**src/verilog/port_g_consts.svh**
```systemverilog
// register offsets, field positions and reset values for the port g mux
`ifndef PORT_G_CONSTS_SVH
`define PORT_G_CONSTS_SVH

`define PG_ADDR_W          4
`define PG_OFS_DIRECTION   4'h0
`define PG_OFS_OUT_LATCH   4'h1
`define PG_OFS_PIN_STATE   4'h2
`define PG_OFS_CS_ENABLE   4'h3
`define PG_PINS            7
`define PG_DIR_RESET       7'h00
`define PG_LATCH_RESET     7'h00
`define PG_CS_RESET        8'h00
`define PG_UNDEF_READ      8'h00
`define PG_PIN_BUS_REQUEST_IN        6
`define PG_PIN_BACK        5
`define PG_PIN_BUS_REQUEST_OUT       4

`endif

```
**src/verilog/port_g_pkg.sv**
```systemverilog
// types for the port g pin function multiplexer
package port_g_pkg;
	// memory type of the area behind a chip select pin
	typedef enum logic [1:0] {
		MEM_NORMAL = 2'h0,
		MEM_DRAM   = 2'h1,
		MEM_SDRAM  = 2'h2
	} mem_type_e;

	// operating mode 1 to 7
	typedef logic [2:0] op_mode_t;
endpackage : port_g_pkg

```
**src/verilog/port_g_pin_function_mux.sv**
```systemverilog
// pin function selection and read-back for the seven-bit port g
`timescale 1ns/1ps
`include "port_g_consts.svh"

module port_g_pin_function_mux
	import port_g_pkg::*;
(
	input  wire logic                  clk_sys,
	input  wire logic                  rst,
	input  wire logic [`PG_ADDR_W-1:0] regAddr,
	input  wire logic [7:0]            regWrData,
	input  wire logic                  regWrite,
	input  wire logic                  regRead,
	output logic      [7:0]            regRdData,
	input  wire op_mode_t              opMode,
	input  wire logic                  externalExpansionEnable,
	input  wire logic                  busReleaseEnable,
	input  wire logic                  busRequestOutEnable,
	input  wire mem_type_e             memTypeArea3,
	input  wire mem_type_e             memTypeArea2,
	input  wire logic                  busAckOut,
	input  wire logic                  busRequestOutSig,
	input  wire logic [3:0]            chipSelectLine,
	input  wire logic                  areaRowStrobe3,
	input  wire logic                  areaRowStrobe2,
	input  wire logic                  sdramRowStrobe,
	input  wire logic                  sdramColStrobe,
	output logic                       busRequestIn,
	output logic      [7:0]            chipSelectEnable,
	input  wire logic [6:0]            pinIn,
	output logic      [6:0]            pinOut,
	output logic      [6:0]            pinOe
);

	logic [6:0] dirBits_q;
	logic [6:0] outLatch_q;
	logic [7:0] csEnable_q;
	logic [7:0] rdData_q;
	logic       extBus;
	logic       releaseOn;
	logic [6:0] pinState;
	logic       wrDir;
	logic       wrLatch;
	logic       wrCs;

	assign wrDir   = regWrite && (regAddr == `PG_OFS_DIRECTION);
	assign wrLatch = regWrite && (regAddr == `PG_OFS_OUT_LATCH);
	assign wrCs    = regWrite && (regAddr == `PG_OFS_CS_ENABLE);

	// mode 3 and 7 need expansion enabled for the external bus
	// mode inputs
	assign extBus = (opMode == 3'h3 || opMode == 3'h7) ?
		externalExpansionEnable :
		(opMode != 3'h0);
	assign releaseOn = extBus && busReleaseEnable;

	// direction bits, write-only
	// direction write
	always_ff @(posedge clk_sys) begin
		if (rst) begin
			dirBits_q <= `PG_DIR_RESET;
		end else if (wrDir) begin
			dirBits_q <= regWrData[6:0];
		end
	end

	// output latch, bit 7 is not stored at all
	// latch store
	always_ff @(posedge clk_sys) begin
		if (rst) begin
			outLatch_q <= `PG_LATCH_RESET;
		end else if (wrLatch) begin
			outLatch_q <= regWrData[6:0];
		end
	end

	// chip select enables for all eight lines
	// enable register
	always_ff @(posedge clk_sys) begin
		if (rst) begin
			csEnable_q <= `PG_CS_RESET;
		end else if (wrCs) begin
			csEnable_q <= regWrData;
		end
	end
	assign chipSelectEnable = csEnable_q;

	// pin state: latch on output bits, pin level on input bits
	// latch readback
	assign pinState = (dirBits_q & outLatch_q) | (~dirBits_q & pinIn);

	// read data one cycle after the strobe; writes to pin state are ignored
	// read-only state
	always_ff @(posedge clk_sys) begin
		if (rst) begin
			rdData_q <= 8'h00;
		end else if (regRead) begin
			case (regAddr)
				`PG_OFS_DIRECTION: rdData_q <= `PG_UNDEF_READ;
				`PG_OFS_OUT_LATCH: rdData_q <= {1'b0, outLatch_q};
				`PG_OFS_PIN_STATE: rdData_q <= {1'b0, pinState};
				`PG_OFS_CS_ENABLE: rdData_q <= csEnable_q;
				default:           rdData_q <= 8'h00;
			endcase
		end else begin
			rdData_q <= 8'h00;
		end
	end
	assign regRdData = rdData_q;

	// pin 6: request input only listened to while released
	// request input
	assign busRequestIn = releaseOn ? pinIn[`PG_PIN_BUS_REQUEST_IN] : 1'b1;

	// per-pin output mux, combinational from flop state and bus signals
	always_comb begin
		pinOut = outLatch_q;
		pinOe  = dirBits_q;
		if (releaseOn) begin
			pinOe[6] = 1'b0;
		end
		if (releaseOn) begin
			pinOut[5] = busAckOut;
			pinOe[5]  = 1'b1;
		end
		if (releaseOn && busRequestOutEnable) begin
			pinOut[4] = busRequestOutSig;
			pinOe[4]  = 1'b1;
		end
		if (extBus && csEnable_q[3]) begin
			case (memTypeArea3)
				MEM_DRAM: begin
					pinOut[3] = areaRowStrobe3;
					pinOe[3]  = 1'b1;
				end
				MEM_SDRAM: begin
					pinOut[3] = sdramColStrobe;
					pinOe[3]  = 1'b1;
				end
				default: begin
					pinOut[3] = chipSelectLine[3];
					pinOe[3]  = dirBits_q[3];
				end
			endcase
		end
		if (extBus && csEnable_q[2]) begin
			case (memTypeArea2)
				MEM_DRAM: begin
					pinOut[2] = areaRowStrobe2;
					pinOe[2]  = 1'b1;
				end
				MEM_SDRAM: begin
					pinOut[2] = sdramRowStrobe;
					pinOe[2]  = 1'b1;
				end
				default: begin
					pinOut[2] = chipSelectLine[2];
					pinOe[2]  = dirBits_q[2];
				end
			endcase
		end
		for (int i = 0; i < 2; i++) begin
			if (extBus && csEnable_q[i]) begin
				pinOut[i] = chipSelectLine[i];
			end
		end
	end

	// register path: readback, write effects and reset value
	// latch readback
	AST_RB_LATCH: assert property (
		@(posedge clk_sys) disable iff (rst)
		regRead && regAddr == `PG_OFS_PIN_STATE |=>
		regRdData[6:0] == (($past(dirBits_q) & $past(outLatch_q)) |
		(~$past(dirBits_q) & $past(pinIn))))
		else $error("pin state readback wrong");
	AST_RB_PIN: assert property (
		@(posedge clk_sys) disable iff (rst)
		regRead && regAddr == `PG_OFS_PIN_STATE && dirBits_q == 7'h00
		|=> regRdData[6:0] == $past(pinIn))
		else $error("input pins not read back");
	AST_RO_STATE: assert property (
		@(posedge clk_sys) disable iff (rst)
		regWrite && regAddr == `PG_OFS_PIN_STATE |=>
		$stable(dirBits_q) && $stable(outLatch_q) && $stable(csEnable_q))
		else $error("pin state write had effect");
	AST_CS_WRITE: assert property (
		@(posedge clk_sys) disable iff (rst)
		wrCs |=> csEnable_q == $past(regWrData))
		else $error("chip select enable not written");
	// enable reset; watched through reset on purpose
	AST_CS_RESET: assert property (
		@(posedge clk_sys)
		rst |=> csEnable_q == `PG_CS_RESET)
		else $error("chip select enable not cleared by reset");
	AST_DIR_WRITE: assert property (
		@(posedge clk_sys) disable iff (rst)
		wrDir |=> dirBits_q == $past(regWrData[6:0]))
		else $error("direction bits not written");
	AST_LATCH_WRITE: assert property (
		@(posedge clk_sys) disable iff (rst)
		wrLatch |=> outLatch_q == $past(regWrData[6:0]))
		else $error("output latch not written");
	AST_LATCH_B7: assert property (
		@(posedge clk_sys) disable iff (rst)
		regRead && regAddr == `PG_OFS_OUT_LATCH |=> !regRdData[7])
		else $error("latch bit 7 not zero");

	// pin function checks, at least one per pin
	// pin6 released
	AST_PIN6_IN: assert property (
		@(posedge clk_sys) disable iff (rst)
		releaseOn |-> !pinOe[6])
		else $error("pin 6 driven while released");
	AST_REQ_IN: assert property (
		@(posedge clk_sys) disable iff (rst)
		releaseOn |-> busRequestIn == pinIn[`PG_PIN_BUS_REQUEST_IN])
		else $error("bus request not taken from pin 6");
	AST_PIN6_GP: assert property (
		@(posedge clk_sys) disable iff (rst)
		!releaseOn |-> pinOe[6] == dirBits_q[6]
		&& pinOut[6] == outLatch_q[6])
		else $error("pin 6 not general port");
	AST_PIN5_ACK: assert property (
		@(posedge clk_sys) disable iff (rst)
		releaseOn |-> pinOe[5] && pinOut[5] == busAckOut)
		else $error("acknowledge not driven");
	AST_PIN5_GP: assert property (
		@(posedge clk_sys) disable iff (rst)
		!releaseOn |-> pinOe[5] == dirBits_q[5]
		&& pinOut[5] == outLatch_q[5])
		else $error("pin 5 not general port");
	AST_PIN4_REQ: assert property (
		@(posedge clk_sys) disable iff (rst)
		releaseOn && busRequestOutEnable |->
		pinOe[4] && pinOut[4] == busRequestOutSig)
		else $error("request out not driven");
	AST_PIN4_GP: assert property (
		@(posedge clk_sys) disable iff (rst)
		!(releaseOn && busRequestOutEnable) |-> pinOe[4] == dirBits_q[4]
		&& pinOut[4] == outLatch_q[4])
		else $error("pin 4 not general port");
	AST_PIN3_GP: assert property (
		@(posedge clk_sys) disable iff (rst)
		!(extBus && csEnable_q[3]) |-> pinOe[3] == dirBits_q[3]
		&& pinOut[3] == outLatch_q[3])
		else $error("pin 3 not general port");
	AST_PIN2_GP: assert property (
		@(posedge clk_sys) disable iff (rst)
		!(extBus && csEnable_q[2]) |-> pinOe[2] == dirBits_q[2]
		&& pinOut[2] == outLatch_q[2])
		else $error("pin 2 not general port");
	AST_PIN3_CAS: assert property (
		@(posedge clk_sys) disable iff (rst)
		extBus && csEnable_q[3] && memTypeArea3 == MEM_SDRAM
		|-> pinOe[3] && pinOut[3] == sdramColStrobe)
		else $error("column strobe missing");
	AST_PIN3_DRAM: assert property (
		@(posedge clk_sys) disable iff (rst)
		extBus && csEnable_q[3] && memTypeArea3 == MEM_DRAM
		|-> pinOe[3] && pinOut[3] == areaRowStrobe3)
		else $error("area 3 row strobe missing");
	AST_PIN2_RAS: assert property (
		@(posedge clk_sys) disable iff (rst)
		extBus && csEnable_q[2] && memTypeArea2 == MEM_SDRAM
		|-> pinOe[2] && pinOut[2] == sdramRowStrobe)
		else $error("row strobe missing");
	AST_PIN2_CS: assert property (
		@(posedge clk_sys) disable iff (rst)
		extBus && csEnable_q[2] && memTypeArea2 == MEM_NORMAL
		|-> pinOe[2] == dirBits_q[2] && pinOut[2] == chipSelectLine[2])
		else $error("pin 2 chip select wrong");
	AST_PIN0_CS: assert property (
		@(posedge clk_sys) disable iff (rst)
		extBus && csEnable_q[0] |-> pinOe[0] == dirBits_q[0]
		&& pinOut[0] == chipSelectLine[0])
		else $error("pin 0 chip select wrong");
	AST_PIN1_GP: assert property (
		@(posedge clk_sys) disable iff (rst)
		!(extBus && csEnable_q[1]) |-> pinOe[1] == dirBits_q[1]
		&& pinOut[1] == outLatch_q[1])
		else $error("pin 1 not general port");
	AST_DIR_OE: assert property (
		@(posedge clk_sys) disable iff (rst)
		!extBus |-> pinOe == dirBits_q && pinOut == outLatch_q)
		else $error("port not under direction control");

	// main scenarios reached by the tests
	COV_RELEASE: cover property (@(posedge clk_sys) disable iff (rst)
		releaseOn && busRequestOutEnable);
	COV_SDRAM: cover property (@(posedge clk_sys) disable iff (rst)
		extBus && csEnable_q[2] && memTypeArea2 == MEM_SDRAM);
	COV_DRAM: cover property (@(posedge clk_sys) disable iff (rst)
		extBus && csEnable_q[3] && memTypeArea3 == MEM_DRAM);
	COV_CS_PIN0: cover property (@(posedge clk_sys) disable iff (rst)
		extBus && csEnable_q[0] && dirBits_q[0]);
	COV_READBACK: cover property (@(posedge clk_sys) disable iff (rst)
		regRead && regAddr == `PG_OFS_PIN_STATE && dirBits_q != 7'h00);

endmodule : port_g_pin_function_mux

```
**config.mk**
```make
export PLATFORM = sky130hd
export DESIGN_NAME = port_g_pin_function_mux
export DESIGN_NICKNAME = d
export VERILOG_FILES = /design/src/verilog/port_g_pkg.sv /design/src/verilog/port_g_pin_function_mux.sv
export VERILOG_INCLUDE_DIRS = /design/src /design/src/verilog
export SDC_FILE = /design/constraint.sdc
export NUM_CORES = 1
export LEC_CHECK = 0
export ABC_AREA = 1
export BUFFER_PORTS_ARGS = -buffer_cell sky130_fd_sc_hd__buf_4
export CAP_MARGIN = 5
export CORE_ASPECT_RATIO = 1.75
export CORE_MARGIN = 2
export CORE_UTILIZATION = 49
export CTS_BUF_LIST = sky130_fd_sc_hd__clkbuf_2 sky130_fd_sc_hd__clkbuf_4 sky130_fd_sc_hd__clkbuf_8
export CTS_CLUSTER_DIAMETER = 30
export DETAILED_ROUTE_END_ITERATION = 8
export PLACE_DENSITY_LB_ADDON = 0.05
export RECOVER_POWER = 50
export SKIP_CTS_REPAIR_TIMING = 1
export SYNTH_ARGS = -nofsm -noshare
export SYNTH_HDL_FRONTEND = slang
export SYNTH_SLANG_ARGS = --single-unit
```
**constraint.sdc**
```tcl
create_clock -name clk_sys -period 1.1 [get_ports clk_sys]
set_input_delay 0.165 -clock clk_sys [delete_from_list [all_inputs] [get_ports clk_sys]]
set_output_delay 0.165 -clock clk_sys [all_outputs]
set_load 0.01 [all_outputs]
```
==> summary.md <==
The run finished, with violations left. The final reports fail on negative setup slack. In the synthesized netlist, the number of instances is 281.

Setup violations remaining at the end of the flow were counted as 6. In this run the remaining antenna-violating nets after routing total 0. For the max-slew violation total from the final report, the log shows 0. The total power of the final layout was 2.508 mW. Detailed-placement wirelength estimate: 3.478 mm. The logs give -0.08969 ns for the slack of the critical path and 328 for the net count of the mapped netlist.

Buffers placed on the I/O ports in this run total 73. The worst setup slack for register-to-register paths was 0.16 ns. The area added between synthesis and finish was 45.90%; the number of global-route vias before repair was 1796. In this run the static leakage power is 1.391 nW. For this run, the number of Yosys warnings is 0.

For the worst setup path, the data required time is 0.94 ns. In this run the tightest slew margin relative to its limit is 80.14%. STA classifies the critical path startpoint as a flop. The clock tree synthesis step divided the H-tree into 2 levels.

Once placement completed, the tool counted placed cells totaling 399. TritonCTS built the clock tree. The logs give 0 for the count of endpoints failing hold in the final timing report and 0.9560 mV for the maximum resistive drop on vdd. In this run the worst path has a maximum fanout of 3.

The final net count was 412. At the later pin of the worst-skew pair, clock insertion delay measures 0.28 ns. After the first detailed-routing iteration, the DRC count stood at 34.

Global routing consumed, over all layers together, 24.63% of the routing resources. STA classifies the critical path endpoint as a primary output. The detailed router placed 2001 vias in this run. The first global-routing pass estimated 7.610 mm of wire.

The count of cells in the finished layout, fillers not included, comes to 411. Critical register-to-register path startpoint: dirBits_q[1]. Max-cap violations in this run came to 0. The tools report the starting density of the core as 51.30%.

The combined area of all synthesized cells is 0.001725 mm2. The top-area cell type share of the netlist area works out to 34.81%. For this run, the top clock speed supported by timing is 840.6 MHz. The CTS sink count is 30. Leaving out fill and tap cells, the most frequent cell in the layout is nand2_1. The total area inside the core boundary comes to 0.003363 mm2. Counting along the longest clock path gives a buffer depth of 2. The run gives 34.81% as the sequential-to-total area share from yosys stat. The die is 82.50 um tall. Ranked by total cell area, the synthesized netlist is headed by dfxtp_1 (35%), nand2_1 (21%), nor2_1 (12%), inv_1 (7.4%), nand3_1 (5.8%). Prior to clock tree synthesis, the placed netlist has a worst setup slack of -0.1338 ns. The run gives 5 as the number of CTS-inserted buffers. The first detailed-routing pass ran for 4 iterations. In this run the core area contains 28 standard-cell rows. In this run the worst setup path begins at chipSelectEnable[3]. In this run, synthesis produced a sequential element count of 30.

Post-synthesis area per instance: 6.140 um2. After detailed routing, the total wire length is 4.801 mm. The fraction of layout instances using a drive strength above 1 was 34.15%; the final global-route overflow total was 0. Dividing total power by cell area gives a power density of 996.2 mW/mm2. Clock-pin slew was measured on the worst setup and hold paths at 0.06 ns.

The repair_antennas step left the layout with diodes totalling 0. The number of distinct library cells after synthesis was 18. Across the routed clock network, the largest skew measured is 0.002915 ns.

Worst hold path class: input pin to flop. The I/O pin count is 74, and the average vias per placed instance is 4.869. Data on the critical path arrives at its endpoint at 1.02 ns.

The tree is rooted in a clkbuf_8. The final critical path takes up 108.2% of the cycle. In the routed design, unresolved DRC markers number 0. The tools report the placer congestion estimate as 0.9147.

The tools report the worst hold path startpoint as rst. Path type of the worst setup path: flop to primary output. The full die area came out at 0.004031 mm2.

In the layout the commonest cells are nand2_1 (94), buf_4 (75), nor2_1 (48). The synthesized design spends more area on one cell type than any other, namely dfxtp_1. The die is 48.86 um wide. The largest net degree at the start of global routing came out at 17. The post-detailed-route wirelength per cell is 11.68 um.

Setup repair after global routing could not meet its margin everywhere. The number of antenna violations at the first check in global routing came out at 0. For the pin with the worst max-slew slack, the measured transition is 0.2975 ns. The worst path needs 1.190 ns of the cycle, external delays included.
path summary, 6_finish.rpt:
check,endpoint,cells after the start
max,pinOut[3],5
min,outLatch_q[4],2
max reg2reg,regRdData[1],6
min reg2reg,regRdData[7],2
critical path, stage by stage, from the launching register on:
cell and delay (ns):
dfxtp_2 0.35, inv_2 0.05, nor2_4 0.09, nand2_1 0.05, o21ai_1 0.07, buf_4 0.13
routing by layer:
layer | GRT usage [%] | routed length (um) | vias to the layer above
met1 | 24.27 | 1769 | 899
met3 | 5.755 | 287 | 16
met2 | 47.53 | 2592 | 63
met4 | 12.86 | 150 | 0
li1 | - | - | 1023
met5 | 0 | 0 | -
through the flow:
step | TNS, ns | util (%) | hold slack (ns) | cell area [um2]
after floorplan | 0 | - | 0.2341 | 1725
after global placement | -0.8848 | 69.68 | 0.3896 | 2344
after CTS | -1.637 | 72.51 | 0.1024 | 2439
final | -0.4381 | 74.85 | 0.1021 | 2517
after global routing | -0.8323 | 74.85 | 0.1097 | 2517
after detailed placement | -1.219 | 69.68 | 0.3974 | 2344
cell type report:
| cell class | instances | area [um2] |
|---|---|---|
| clock inverters | 1 | 5.005 |
| inverters | 38 | 142.6 |
| flip-flops and latches | 30 | 609.3 |
| fillers | 314 | 845.8 |
| well taps | 45 | 56.30 |
| repair buffers | 88 | 653.1 |
| multi-input cells | 202 | 960.9 |
| clock buffers | 7 | 90.09 |
cell families after synthesis:
group	count (synthesis)	synth area share, %
compound gates	11	3.191
fa+ha+maj	4	2.901
buf+inv	49	12.98
flops	30	34.81
simple gates	187	46.12
power by group:
group	total [mW]	internal, mW	switching [mW]
sequential	1.12	1.11	0.0121
combinational	0.468	0.231	0.236
clock	0.923	0.528	0.395
total	2.51	1.86	0.643
state kept, by name, summed over array words and instances (netlist names):
name	flops
outLatch_q	7
dirBits_q	7
chipSelectEnable	8
regRdData	8
synth_stat cells (all sizes together):
| library cell | count |
|---|---|
| a21oi | 6 |
| and2 | 3 |
| buf | 11 |
| dfxtp | 30 |
| ha | 4 |
| inv | 38 |
| nand2 | 97 |
| nand3 | 23 |
| nand4 | 7 |
| nor2 | 56 |
| nor4 | 1 |
| o21ai | 5 |
No activity file was read; power rests on OpenSTA's default activity.
